`src/loop_aux_shift_defs.vh`:
```
// Offsets, field positions, encodings and reset values of the execution slice
`ifndef LOOP_AUX_SHIFT_DEFS_VH
`define LOOP_AUX_SHIFT_DEFS_VH

// APB register byte offsets
`define OFS_LOOP_START     12'h000
`define OFS_LOOP_END       12'h004
`define OFS_LOOP_COUNT     12'h008
`define OFS_FLAGS          12'h00c
`define OFS_IRQ_STATUS     12'h010
`define OFS_IRQ_MASK       12'h014
`define OFS_AUX_USER0      12'h020
`define OFS_AUX_USER3      12'h02c

// Reset values
`define RST_WORD           32'h00000000
`define RST_FLAGS          4'h0
`define RST_IRQ            3'h0

// Flag bit positions in the flag register
`define FLAG_Z             3
`define FLAG_N             2
`define FLAG_C             1
`define FLAG_V             0

// Interrupt status bits
`define IRQ_ILLEGAL_SEQ    0
`define IRQ_INSTR_ERROR    1
`define IRQ_LOOP_DONE      2

// Auxiliary register numbers seen by the load instruction
`define AUX_LOOP_START     32'h00000002
`define AUX_LOOP_END       32'h00000003
`define AUX_USER_BASE      32'h00000020

// Instruction fields
`define MAJOR_GENERAL      5'h04
`define MAJOR_EXT          5'h05
`define SUBOP_LOOP         6'h28
`define SUBOP_AUX_LOAD     6'h2a
`define SUBOP_SINGLE_OP    6'h2f
`define SINGLE_SHR_CODE    6'h02
`define SUBOP_SHR_MULTI    6'h01
`define MODE_REG           2'h0
`define MODE_U6            2'h1
`define MODE_S12           2'h2
`define MODE_COND          2'h3
`define REG_LIMM           6'h3e

// Instruction sizes in bytes
`define SIZE_WORD          32'h00000004
`define SIZE_WITH_LIMM     32'h00000008

`endif

```
`src/loop_aux_shift_exec.v`:
```
// Loop setup, auxiliary register load and logical shift right execution slice
//
// Function
// - A loop register write from the last loop slot takes effect after the loop-end check, so it governs the next iteration.
// - A forbidden branch or jump in the last loop slot raises an illegal sequence exception instead of executing.
// - A true conditional loop setup loads loop start with the next address and loop end with aligned pc plus offset, then goes on sequentially.
// - A false conditional loop setup leaves the loop registers alone and branches to aligned pc plus offset.
// - A loop body of one instruction with a long immediate counts both words as the whole body.
// - The auxiliary load reads the auxiliary register numbered by its source and writes it to the destination.
// - The auxiliary load leaves all four flags unchanged; its flag field is zero.
// - The reserved field of the auxiliary load is ignored, though software sets it to zero.
// - An auxiliary load in conditional operand mode raises an instruction error exception.
// - The single-bit shift moves the source right by one with a zero top bit and writes the destination.
// - The single-bit shift sets Z on zero, N from result bit 31, C from source bit 0 and keeps V.
// - Shift instructions change flags only when the flag-update bit is set.
// - The multi-bit shift runs only on a true condition, shifting the first source right by the second with zero fill.
// - The multi-bit shift distance is the low five bits of the second source.
// - With flag update, the multi-bit shift clears C on a zero distance, else C is the last bit out; Z and N follow the result.
`timescale 1ns/10ps
`include "loop_aux_shift_defs.vh"
module loop_aux_shift_exec
(
   input  wire        pclk,
   input  wire        presetn,
   input  wire        psel,
   input  wire        penable,
   input  wire        pwrite,
   input  wire [11:0] paddr,
   input  wire [31:0] pwdata,
   output reg  [31:0] prdata,
   output wire        pready,
   output reg         pslverr,
   output wire        irq,
   input  wire        issue_valid,
   input  wire [31:0] issue_word,
   input  wire [31:0] issue_limm,
   input  wire [31:0] issue_pc,
   input  wire        issue_branch,
   input  wire        cond_true,
   input  wire [31:0] reg_b_value,
   input  wire [31:0] reg_c_value,
   output reg         wb_valid,
   output reg  [5:0]  wb_index,
   output reg  [31:0] wb_data,
   output reg         next_pc_valid,
   output reg  [31:0] next_pc,
   output reg         exc_illegal_sequence,
   output reg         exc_instruction_error,
   output wire        flag_z,
   output wire        flag_n,
   output wire        flag_c,
   output wire        flag_v
);

   reg  [31:0] loop_start_address;
   reg  [31:0] loop_end_address;
   reg  [31:0] loop_iteration_count;
   reg  [3:0]  flags;
   reg  [2:0]  irq_status;
   reg  [2:0]  irq_mask;
   reg  [31:0] aux_user [0:3];

   // Field split of the instruction word
   wire [4:0]  major     = issue_word[31:27];
   wire [1:0]  mode      = issue_word[23:22];
   wire [5:0]  subop     = issue_word[21:16];
   wire        set_flags = issue_word[15];
   wire [5:0]  b_field   = {issue_word[14:12], issue_word[26:24]};
   wire [5:0]  c_field   = issue_word[11:6];
   wire [5:0]  a_field   = issue_word[5:0];
   wire        cond_mode = (mode == `MODE_COND);
   wire        c_is_u6   = cond_mode & issue_word[5];

   wire is_general    = (major == `MAJOR_GENERAL);
   wire is_loop_setup = is_general & (subop == `SUBOP_LOOP);
   wire is_aux_load   = is_general & (subop == `SUBOP_AUX_LOAD);
   wire is_lsr1       = is_general & (subop == `SUBOP_SINGLE_OP) &
                        (a_field == `SINGLE_SHR_CODE);
   wire is_lsrm       = (major == `MAJOR_EXT) & (subop == `SUBOP_SHR_MULTI);

   wire c_limm = ((mode == `MODE_REG) | (cond_mode & ~c_is_u6)) &
                 (c_field == `REG_LIMM);
   wire b_limm = (b_field == `REG_LIMM);
   wire uses_limm = ((is_aux_load | is_lsr1 | is_lsrm) & c_limm) |
                    (is_lsrm & b_limm);

   wire [31:0] s12 = {{20{issue_word[5]}}, issue_word[5:0], c_field};
   wire [31:0] u6  = {26'h0, c_field};
   wire [31:0] src_b = b_limm ? issue_limm : reg_b_value;
   reg  [31:0] src_c;

   // Second operand; a long immediate comes from the following word
   always @*
   begin
      case (mode)
         `MODE_REG:  src_c = c_limm ? issue_limm : reg_c_value;
         `MODE_U6:   src_c = u6;
         `MODE_S12:  src_c = s12;
         `MODE_COND: src_c = c_is_u6 ? u6 :
                             (c_limm ? issue_limm : reg_c_value);
         default:    src_c = reg_c_value;
      endcase
   end

   wire        cond_ok = cond_mode ? cond_true : 1'b1;
   // Both words of a long-immediate instruction count as one slot
   wire [31:0] size    = uses_limm ? `SIZE_WITH_LIMM : `SIZE_WORD;
   wire [31:0] seq_pc  = issue_pc + size;
   wire [31:0] aligned_current_pc = {issue_pc[31:2], 2'b00};
   wire [31:0] loop_offset = (mode == `MODE_S12) ? {s12[30:0], 1'b0} :
                                                   {u6[30:0], 1'b0};
   wire [31:0] loop_target = aligned_current_pc + loop_offset;

   wire last_slot   = (seq_pc == loop_end_address);
   wire illegal_seq = issue_valid & issue_branch & last_slot;
   wire instr_err   = issue_valid & is_aux_load & cond_mode;
   wire retire      = issue_valid & ~illegal_seq & ~instr_err;
   wire loop_taken  = retire & is_loop_setup & cond_ok;
   wire loop_skip   = retire & is_loop_setup & ~cond_ok;
   // A skipped loop setup is a taken branch and bypasses the loop-end check
   wire loop_hit    = retire & ~loop_skip & last_slot;
   wire count_one   = (loop_iteration_count == 32'h00000001);
   // Jump back to the loop start unless this was the final pass
   wire loop_back   = loop_hit & ~count_one;

   // Single-bit shift
   wire [31:0] lsr1_res = {1'b0, src_c[31:1]};
   // Multi-bit shift, distance from the low five bits only
   wire [4:0]  amt      = src_c[4:0];
   wire [31:0] lsrm_res = src_b >> amt;
   wire [4:0]  amt_m1   = amt - 5'h01;
   wire        lsrm_c   = (amt == 5'h00) ? 1'b0 : src_b[amt_m1];

   // Auxiliary register read by number
   reg  [31:0] aux_value;
   wire [31:0] aux_rel = src_c - `AUX_USER_BASE;
   always @*
   begin
      if (src_c == `AUX_LOOP_START)
         aux_value = loop_start_address;
      else if (src_c == `AUX_LOOP_END)
         aux_value = loop_end_address;
      else if (aux_rel[31:2] == 30'h00000000)
         aux_value = aux_user[aux_rel[1:0]];
      else
         aux_value = `RST_WORD;
   end

   // Result selection
   reg         next_wb;
   reg  [5:0]  next_dest;
   reg  [31:0] next_data;
   reg         next_fl_en;
   reg  [31:0] next_fl_res;
   reg         next_fl_c;
   always @*
   begin
      next_wb     = 1'b0;
      next_dest   = b_field;
      next_data   = `RST_WORD;
      next_fl_en  = 1'b0;
      next_fl_res = `RST_WORD;
      next_fl_c   = 1'b0;
      if (retire & is_aux_load)
      begin
         // Reserved and flag fields are not looked at
         next_wb   = 1'b1;
         next_fl_en = 1'b0;
         next_data = aux_value;
      end
      else if (retire & is_lsr1)
      begin
         next_wb     = 1'b1;
         next_data   = lsr1_res;
         next_fl_en  = set_flags;
         next_fl_res = lsr1_res;
         next_fl_c   = src_c[0];
      end
      else if (retire & is_lsrm & cond_ok)
      begin
         next_wb     = 1'b1;
         next_data   = lsrm_res;
         if ((mode == `MODE_REG) | (mode == `MODE_U6))
            next_dest = a_field;
         next_fl_en  = set_flags;
         next_fl_res = lsrm_res;
         next_fl_c   = lsrm_c;
      end
      // Register 62 as a destination discards the result
      if (next_dest == `REG_LIMM)
         next_wb = 1'b0;
   end

   // APB access decode
   wire apb_wr = psel & penable & pwrite;
   wire mapped = (paddr == `OFS_LOOP_START) | (paddr == `OFS_LOOP_END) |
                 (paddr == `OFS_LOOP_COUNT) | (paddr == `OFS_FLAGS) |
                 (paddr == `OFS_IRQ_STATUS) | (paddr == `OFS_IRQ_MASK) |
                 ((paddr >= `OFS_AUX_USER0) & (paddr <= `OFS_AUX_USER3) &
                  (paddr[1:0] == 2'b00));
   wire is_aux = (paddr >= `OFS_AUX_USER0) & (paddr <= `OFS_AUX_USER3);
   wire [11:0] aux_ofs = paddr - `OFS_AUX_USER0;
   // Every access completes in its first access cycle
   assign pready = 1'b1;

   // Read data is captured at the end of the setup cycle
   reg  [31:0] next_rdata;
   always @*
   begin
      next_rdata = `RST_WORD;
      pslverr    = psel & penable & ~mapped;
      if (psel & ~pwrite & mapped)
      begin
         if (paddr == `OFS_LOOP_START)
            next_rdata = loop_start_address;
         else if (paddr == `OFS_LOOP_END)
            next_rdata = loop_end_address;
         else if (paddr == `OFS_LOOP_COUNT)
            next_rdata = loop_iteration_count;
         else if (paddr == `OFS_FLAGS)
            next_rdata = {28'h0, flags};
         else if (paddr == `OFS_IRQ_STATUS)
            next_rdata = {29'h0, irq_status};
         else if (paddr == `OFS_IRQ_MASK)
            next_rdata = {29'h0, irq_mask};
         else if (is_aux)
            next_rdata = aux_user[aux_ofs[3:2]];
      end
   end

   always @(posedge pclk or negedge presetn)
   begin
      if (!presetn)
         prdata <= `RST_WORD;
      else if (psel & ~penable)
         prdata <= next_rdata;
   end

   // Loop registers: program flow above used the old values this cycle
   always @(posedge pclk or negedge presetn)
   begin
      if (!presetn)
      begin
         loop_start_address   <= `RST_WORD;
         loop_end_address     <= `RST_WORD;
         loop_iteration_count <= `RST_WORD;
      end
      else
      begin
         if (loop_taken)
         begin
            loop_start_address <= seq_pc;
            loop_end_address   <= loop_target;
         end
         else
         begin
            if (apb_wr & (paddr == `OFS_LOOP_START))
               loop_start_address <= pwdata;
            if (apb_wr & (paddr == `OFS_LOOP_END))
               loop_end_address <= pwdata;
         end
         if (apb_wr & (paddr == `OFS_LOOP_COUNT))
            loop_iteration_count <= pwdata;
         else if (loop_hit)
            loop_iteration_count <= loop_iteration_count - 32'h00000001;
      end
   end

   // Flags, auxiliary scratch words and interrupt state
   always @(posedge pclk or negedge presetn)
   begin
      if (!presetn)
      begin
         flags       <= `RST_FLAGS;
         irq_status  <= `RST_IRQ;
         irq_mask    <= `RST_IRQ;
         aux_user[0] <= `RST_WORD;
         aux_user[1] <= `RST_WORD;
         aux_user[2] <= `RST_WORD;
         aux_user[3] <= `RST_WORD;
      end
      else
      begin
         // An executing shift outranks a software write of the flags
         if (next_fl_en)
         begin
            flags[`FLAG_Z] <= (next_fl_res == 32'h00000000);
            flags[`FLAG_N] <= next_fl_res[31];
            flags[`FLAG_C] <= next_fl_c;
         end
         else if (apb_wr & (paddr == `OFS_FLAGS))
            flags <= pwdata[3:0];
         if (apb_wr & is_aux & (aux_ofs[1:0] == 2'b00))
            aux_user[aux_ofs[3:2]] <= pwdata;
         if (apb_wr & (paddr == `OFS_IRQ_MASK))
            irq_mask <= pwdata[2:0];
         // A new event in the clearing cycle stays set
         irq_status <= (irq_status &
                        ~((apb_wr & (paddr == `OFS_IRQ_STATUS)) ?
                          pwdata[2:0] : 3'h0)) |
                       {loop_hit & count_one, instr_err, illegal_seq};
      end
   end

   assign irq    = |(irq_status & irq_mask);
   assign flag_z = flags[`FLAG_Z];
   assign flag_n = flags[`FLAG_N];
   assign flag_c = flags[`FLAG_C];
   assign flag_v = flags[`FLAG_V];

   // Retirement outputs
   always @(posedge pclk or negedge presetn)
   begin
      if (!presetn)
      begin
         wb_valid              <= 1'b0;
         wb_index              <= 6'h00;
         wb_data               <= `RST_WORD;
         next_pc_valid         <= 1'b0;
         next_pc               <= `RST_WORD;
         exc_illegal_sequence  <= 1'b0;
         exc_instruction_error <= 1'b0;
      end
      else
      begin
         wb_valid              <= next_wb;
         wb_index              <= next_dest;
         wb_data               <= next_data;
         exc_illegal_sequence  <= illegal_seq;
         exc_instruction_error <= instr_err;
         next_pc_valid         <= retire;
         if (loop_skip)
            next_pc <= loop_target;
         else if (loop_back)
            next_pc <= loop_start_address;
         else if (retire)
            next_pc <= seq_pc;
      end
   end

endmodule

```
`config.mk`:
```
export PLATFORM = sky130hd
export DESIGN_NAME = loop_aux_shift_exec
export DESIGN_NICKNAME = d
export VERILOG_FILES = /design/src/loop_aux_shift_exec.v
export VERILOG_INCLUDE_DIRS = /design/src /design/src/src
export SDC_FILE = /design/constraint.sdc
export NUM_CORES = 1
export LEC_CHECK = 0
export BUFFER_PORTS_ARGS = -buffer_cell sky130_fd_sc_hd__buf_2
export CELL_PAD_IN_SITES_DETAIL_PLACEMENT = 1
export CELL_PAD_IN_SITES_GLOBAL_PLACEMENT = 1
export CORE_ASPECT_RATIO = 1.5
export CORE_MARGIN = 3
export CORE_UTILIZATION = 35
export CTS_CLUSTER_DIAMETER = 60
export DETAILED_ROUTE_END_ITERATION = 10
export HOLD_SLACK_MARGIN = 0.1
export PLACE_DENSITY = 0.66
export SYNTH_ARGS = -nofsm -noshare
export SYNTH_HDL_FRONTEND = slang
export SYNTH_SLANG_ARGS = --single-unit
```
`constraint.sdc`:
```
create_clock -name pclk -period 6.87 [get_ports pclk]
set_input_delay 1.374 -clock pclk [delete_from_list [all_inputs] [get_ports pclk]]
set_output_delay 1.374 -clock pclk [all_outputs]
set_load 0.02 [all_outputs]
```
---- After elaboration in Yosys (flattened, before gate mapping) ----
Index checks and enable logic that the tools add are counted.
word-level totals
  flip-flop bits (word level) ............. 340
  input port bits ......................... 212
  output and inout bits ................... 113
  word-level logic and storage cells ...... 199
operators by class
  $add $sub $neg .......................... 6
  order comparisons ....................... 6
  eq/ne operators ......................... 22
  shifts and indexed selects .............. 1
  mux-type cells .......................... 60
  bitwise operators ....................... 70
  reductions and logical operators ........ 15
operators with widths
  cell                                                                                   number
  32-bit two-way mux                                                                     33
  32-bit binary-select mux with 2-bit select                                             2
  128-bit bitwise mux                                                                    1
  32-bit case mux with 4 select lines                                                    1
  32-bit demux with 2-bit select                                                         1
  32-bit by 2-bit equality test with 1-bit output (second input constant)                2
  1-bit bitwise AND                                                                      43
  6-bit equality test (second input constant)                                            6
  32-bit adder                                                                           1
  32-bit by 4-bit adder with 32-bit output                                               1
  32-bit by 1-bit equality test with 1-bit output (second input constant)                1
  32-bit equality test                                                                   1
  32-bit zero test                                                                       1
  32-bit by 5-bit >> shifter with 32-bit output                                          1
  32-bit by 1-bit subtractor with 32-bit output (second input constant)                  1
  32-bit by 6-bit subtractor with 32-bit output (second input constant)                  1
  30-bit zero test                                                                       1
  12-bit by 4-bit equality test with 1-bit output (second input constant)                2
  12-bit by 5-bit equality test with 1-bit output (second input constant)                2
  6-bit two-way mux                                                                      4
  1-bit two-way mux                                                                      13
  12-bit by 3-bit equality test with 1-bit output (second input constant)                1
  12-bit by 6-bit greater-or-equal comparator with 1-bit output (second input constant)  1
  12-bit by 6-bit <= comparator with 1-bit output (second input constant)                1
  other kinds (27)                                                                       58

---- Logic depth before layout (Yosys ltp) ----
  depth after elaboration ................. 23
  depth in mapped cells ................... 27
  mapped depth without buffers ............ 21

---- Worst setup path before layout ----
OpenSTA, ideal clock, no wires.
  kind .................................... input-to-reg
  from .................................... input port issue_word[20]
  to ...................................... register loop_start_address[24]
  setup time .............................. 0.134 ns
  arrival time ............................ 7.202 ns
  path slack .............................. -0.466 ns
  stages on the path ...................... 26
  path buffers ............................ 6
  cells stage by stage .................... or3_1 > nor4_1 > nand4_1 > clkbuf_1 > clkbuf_1 > a21oi_1 > o21a_1 > inv_1 > ha_1 > fa_1 > xor2_1 > nor4_1 > nand4_1 > a2111o_1 > a2111oi_0 > nand3_1 > or4_1 > clkbuf_1 > nand2_1 > inv_2 > and3_1 > clkbuf_1 > buf_2 > buf_1 > nand2_1 > o21ai_0
between the ends
  cells in the longest elaborated chain, start to end .. 17
RTL lines
  what                                                             RTL line                   text
  start, declared                                                  loop_aux_shift_exec.v:35   input wire [31:0] issue_word,
  6-bit equality test (no line)                                    n/a
  1-bit bitwise AND (2 in series)                                  loop_aux_shift_exec.v:77   wire is_lsr1 = is_general & (subop == `SUBOP_SINGLE_OP) &
  1-bit bitwise OR (2 in series)                                   loop_aux_shift_exec.v:84   wire uses_limm = ((is_aux_load | is_lsr1 | is_lsrm) & c_limm) |
  1-bit bitwise AND                                                loop_aux_shift_exec.v:84
  1-bit bitwise OR                                                 loop_aux_shift_exec.v:84
  4-bit two-way mux (no line)                                      n/a
  32-bit by 4-bit adder with 32-bit output                         loop_aux_shift_exec.v:108  wire [31:0] seq_pc = issue_pc + size;
  32-bit equality test                                             loop_aux_shift_exec.v:114  wire last_slot = (seq_pc == loop_end_address);
  1-bit bitwise AND                                                loop_aux_shift_exec.v:115  wire illegal_seq = issue_valid & issue_branch & last_slot;
  1-bit inverter                                                   loop_aux_shift_exec.v:117  wire retire = issue_valid & ~illegal_seq & ~instr_err;
  1-bit bitwise AND (2 in series)                                  loop_aux_shift_exec.v:117
  1-bit bitwise AND (2 in series)                                  loop_aux_shift_exec.v:118  wire loop_taken = retire & is_loop_setup & cond_ok;
  32-bit two-way mux / 2-bit nonzero test (equally long branches)  n/a
  end signal, assigned                                             loop_aux_shift_exec.v:244  loop_start_address <= `RST_WORD;
  end signal, assigned                                             loop_aux_shift_exec.v:252  loop_start_address <= seq_pc;
  end signal, assigned                                             loop_aux_shift_exec.v:258  loop_start_address <= pwdata;
  end, declared                                                    loop_aux_shift_exec.v:55   reg [31:0] loop_start_address;
Several ways; a longest one is shown, not always the timed one.
A chain may end at the register's enable or synchronous reset.

---- Final worst setup path ----
  from .................................... input port issue_word[17]
  to ...................................... register wb_data[0]
between the ends
  cells in the longest elaborated chain, start to end .. 19
RTL lines
  what                                      RTL line                   text
  6-bit equality test (no line)             n/a
  1-bit bitwise AND (2 in series)           loop_aux_shift_exec.v:77
  1-bit bitwise OR (2 in series)            loop_aux_shift_exec.v:84
  1-bit bitwise AND                         loop_aux_shift_exec.v:84
  1-bit bitwise OR                          loop_aux_shift_exec.v:84
  4-bit two-way mux (no line)               n/a
  32-bit by 4-bit adder with 32-bit output  loop_aux_shift_exec.v:108
  32-bit equality test                      loop_aux_shift_exec.v:114
  1-bit bitwise AND                         loop_aux_shift_exec.v:115
  1-bit inverter                            loop_aux_shift_exec.v:117
  1-bit bitwise AND (2 in series)           loop_aux_shift_exec.v:117
  1-bit bitwise AND (2 in series)           loop_aux_shift_exec.v:179  else if (retire & is_lsrm & cond_ok)
  32-bit two-way mux                        loop_aux_shift_exec.v:179
  32-bit two-way mux                        loop_aux_shift_exec.v:171  else if (retire & is_lsr1)
  32-bit two-way mux *                      loop_aux_shift_exec.v:164  if (retire & is_aux_load)
  net next_data[0]                          loop_aux_shift_exec.v:152  reg [31:0] next_data;
  end signal, assigned                      loop_aux_shift_exec.v:318  wb_data <= `RST_WORD;
  end signal, assigned                      loop_aux_shift_exec.v:328  wb_data <= next_data;
  end, declared                             loop_aux_shift_exec.v:44   output reg [31:0] wb_data,
The timed path passes the listed nets; every way through them passes the cells marked *.

==> out/metrics.cfg <==
[outcome]
outcome = finished clean

[setup_path]
endpoint_kind = flop
cp.arrival_ns = 7.01
start_kind = input pin
required_ns = 7.29
cp_max_fo = 4
r2r-start = loop_iteration_count[21]
reg2regPathDepth = 12
worstSetupPathType = input pin to flop
reg2reg_slack_ns = 2.61
timing.rr.end = next_pc[5]

[placed_design]
port-buffer-count = 323
dp_slack_ns = -0.1665
hpwl_um = 117000
placed_cells = 4280
gp_congestion = 1.036

[logic_synthesis]
syn_avg_cell_area_sq_um = 8.415
synth_top_area_share_pct = 33.06
synth-edff-count = 0
syn_area_sq_um = 25730
synth_top_area_cell = dfrtp_1
synth_warnings = 0
ys_top_cells_by_count = nand2_1 (457), dfrtp_1 (340), o21ai_0 (244), nor2_1 (219), a21oi_1 (194)
synth_cells = 3058
synth_most_common_cell = nand2_1
synth_flop_cell = dfrtp_1
ys_seq_area_share_pct = 33.06
yosys.cell_types.count = 96
ys_ff_latch = 340
async_flop_share_pct = 100.0
syn-num-nets = 3310
synth.area.top_cells = dfrtp_1 (33%), mux2_2 (7.0%), nand2_1 (6.7%), mux2i_1 (4.9%), o21ai_0 (4.7%)

[clock_network]
cts_htree_levels = 2
clock-sinks = 340
cts-root-buf = clkbuf_16
clk_pin_slew_ns = 0.06
cts_buffers = 40
clockBufferDepth = 3
cts_setup_buffers = 0
cts_resized = 0
cts_tree = done
clkLatencyLatePin_ns = 0.59
cts_hold_buf = 0

[timing]
tightest_slew_ns = 1.213
setup_viol_count_final = 0
finalWorstSetupSlack_ns = 0.2793
min_period_ns = 6.591
hold_viol = 0
rsz0062_at_grt = no
finalCritPeriodShare_pct = 95.94
hold_ws_ns = 0.4915
drv_slew = 0
max_slew_margin_pct = 18.41
fin_skew_ns = 0.02353
fmax_mhz = 151.7

[floorplanning]
pin_count = 325
core_sq_um = 72670
start_util_pct = 35.41
die_h_um = 338.1
die-width_um = 227.4
die_area_sq_um = 76880
rows = 121

[global_routing]
antenna_found_initial = 15
grt_pass1_vias = 29360
grt_pass1_wl_um = 211200
grt_overflow = 0
grt_max_degree = 154
track_usage_pct = 38.10

[job]
cap_viol_max_count = 0

[pwr]
pwr-share-seq_pct = 36.9
clock_power_share_pct = 41.0
power.switching_w = 0.001878
pwr-share-comb_pct = 22.1
p_per_area_nw_per_um2 = 181.7
power_leakage_nw = 13.38
finalPower_w = 0.005592
p_int_w = 0.003714
ir_worst_vdd_uv = 173.0
swShare_pct = 33.59

[routing]
vias_per_cell = 6.415
dr.pass1.iters = 5
drt_first_iter_violations = 2161
drcViolationCount = 0
finalWirelength_um = 148800
ant_nets = 0
wl_per_cell_um = 34.13
vias = 27970

[finish]
finalNonFillerCells = 4360
areaGrowthSynthToFinish_pct = 19.63
drive_gt1_share_pct = 24.88
nets = 3652
fillers = 8641

[worst_hold_path]
min_to = next_pc[2]
hp-class = flop to flop
whs_path_depth = 1
holdCritStartpoint = next_pc[2]

[state kept, by name, summed over array words and instances (netlist names)]
| name | cells |
|---|---|
| wb_data | 32 |
| prdata | 32 |
| loop_iteration_count | 32 |
| loop_end_address | 32 |
| exc_illegal_sequence | 1 |
| exc_instruction_error | 1 |
| aux_user | 128 |
| irq_status | 3 |
| next_pc_valid | 1 |
| next_pc | 32 |
| irq_mask | 3 |
| wb_valid | 1 |
| wb_index | 6 |
| loop_start_address | 32 |
| flags | 4 |
[cells in the final DEF, fill, tap and decap left out, drive strengths merged, types with 38 or more instances in the layout]
cell type,synthesis,routed
clkbuf,150,54
nor2,220,220
nor3,82,82
mux2,160,160
dfrtp,340,340
xor2,40,40
a221oi,39,39
a21oi,194,194
ha,38,38
buf,67,517
o21ai,258,258
a211oi,50,50
mux2i,125,125
a31oi,38,38
xnor2,63,63
inv,71,72
nand2,457,457
nand3,102,102
[per-stage QoR]
stage	setup TNS (ns)	utilization [%]	cell area [sq um]
floorplan	0	-	25800
global placement	-4.868	40.45	29390
detailed placement	-3.862	40.45	29390
CTS	0	42.31	30750
global route	0	42.34	30770
finish	0	42.36	30780
[metal layers]
metal	track usage (%)	vias up	wire (um)
met1	39.95	14160	51820
met2	64.73	1306	71070
met5	0	-	66
li1	-	11940	-
met4	33.03	10	16160
met3	7.848	557	9682
[worst max-delay path: stages]
cell,delay [ns]
buf_2,0.11
or4b_2,0.65
nor4_1,0.42
buf_4,0.21
o21a_1,0.19
inv_1,0.07
ha_2,0.19
fa_1,0.54
xor2_1,0.19
nor4_1,0.21
nand4_1,0.16
a2111o_1,0.43
a2111oi_2,0.28
nand3_1,0.13
or4_1,0.72
nand2_2,0.16
buf_4,0.14
buf_4,0.11
nor2_1,0.08
o21ai_0,0.44
o221ai_1,0.21
[power by group through the flow]
stage	clock (W)	sequential, W	combinational, W
2_1_floorplan	0	0.00210	0.000590
3_3_place_gp	0	0.00210	0.00119
3_5_place_dp	0	0.00210	0.00120
4_1_cts	0.00231	0.00206	0.00121
5_1_grt	0.00238	0.00206	0.00130
6_report	0.00229	0.00206	0.00124
[layout make-up]
class | count | area [sq um] | area share (%)
clock buffers | 54 | 1145 | 3.719
flip-flops and latches | 340 | 8508 | 27.64
repair buffers | 517 | 3221 | 10.46
clock inverters | 17 | 211.5 | 0.6869
multi-input cells | 2430 | 16260 | 52.80
diodes | 9 | 22.52 | 0.07316
inverters | 71 | 267.8 | 0.8698
well taps | 922 | 1154 | 3.747
[cells by family after synthesis]
group           synth area share, %
simple gates                  20.19
buf+inv                       4.468
mux                           15.01
other cells                 0.01457
fa+ha+maj                     2.003
flops                         33.06
compound gates                21.44
xor+xnor                      3.807
[how the worst max path moves through the flow]
stage / startpoint / to / depth (start not counted)
finish: issue_word[17] / wb_data[0] / 21
global route: issue_word[17] / next_pc[23] / 24
CTS: issue_word[17] / next_pc[23] / 25
detailed placement: issue_word[17] / wb_data[5] / 21
global placement: issue_word[17] / next_pc[23] / 24
floorplan: issue_word[20] / loop_iteration_count[15] / 23
(Power assumes the default switching activity.)
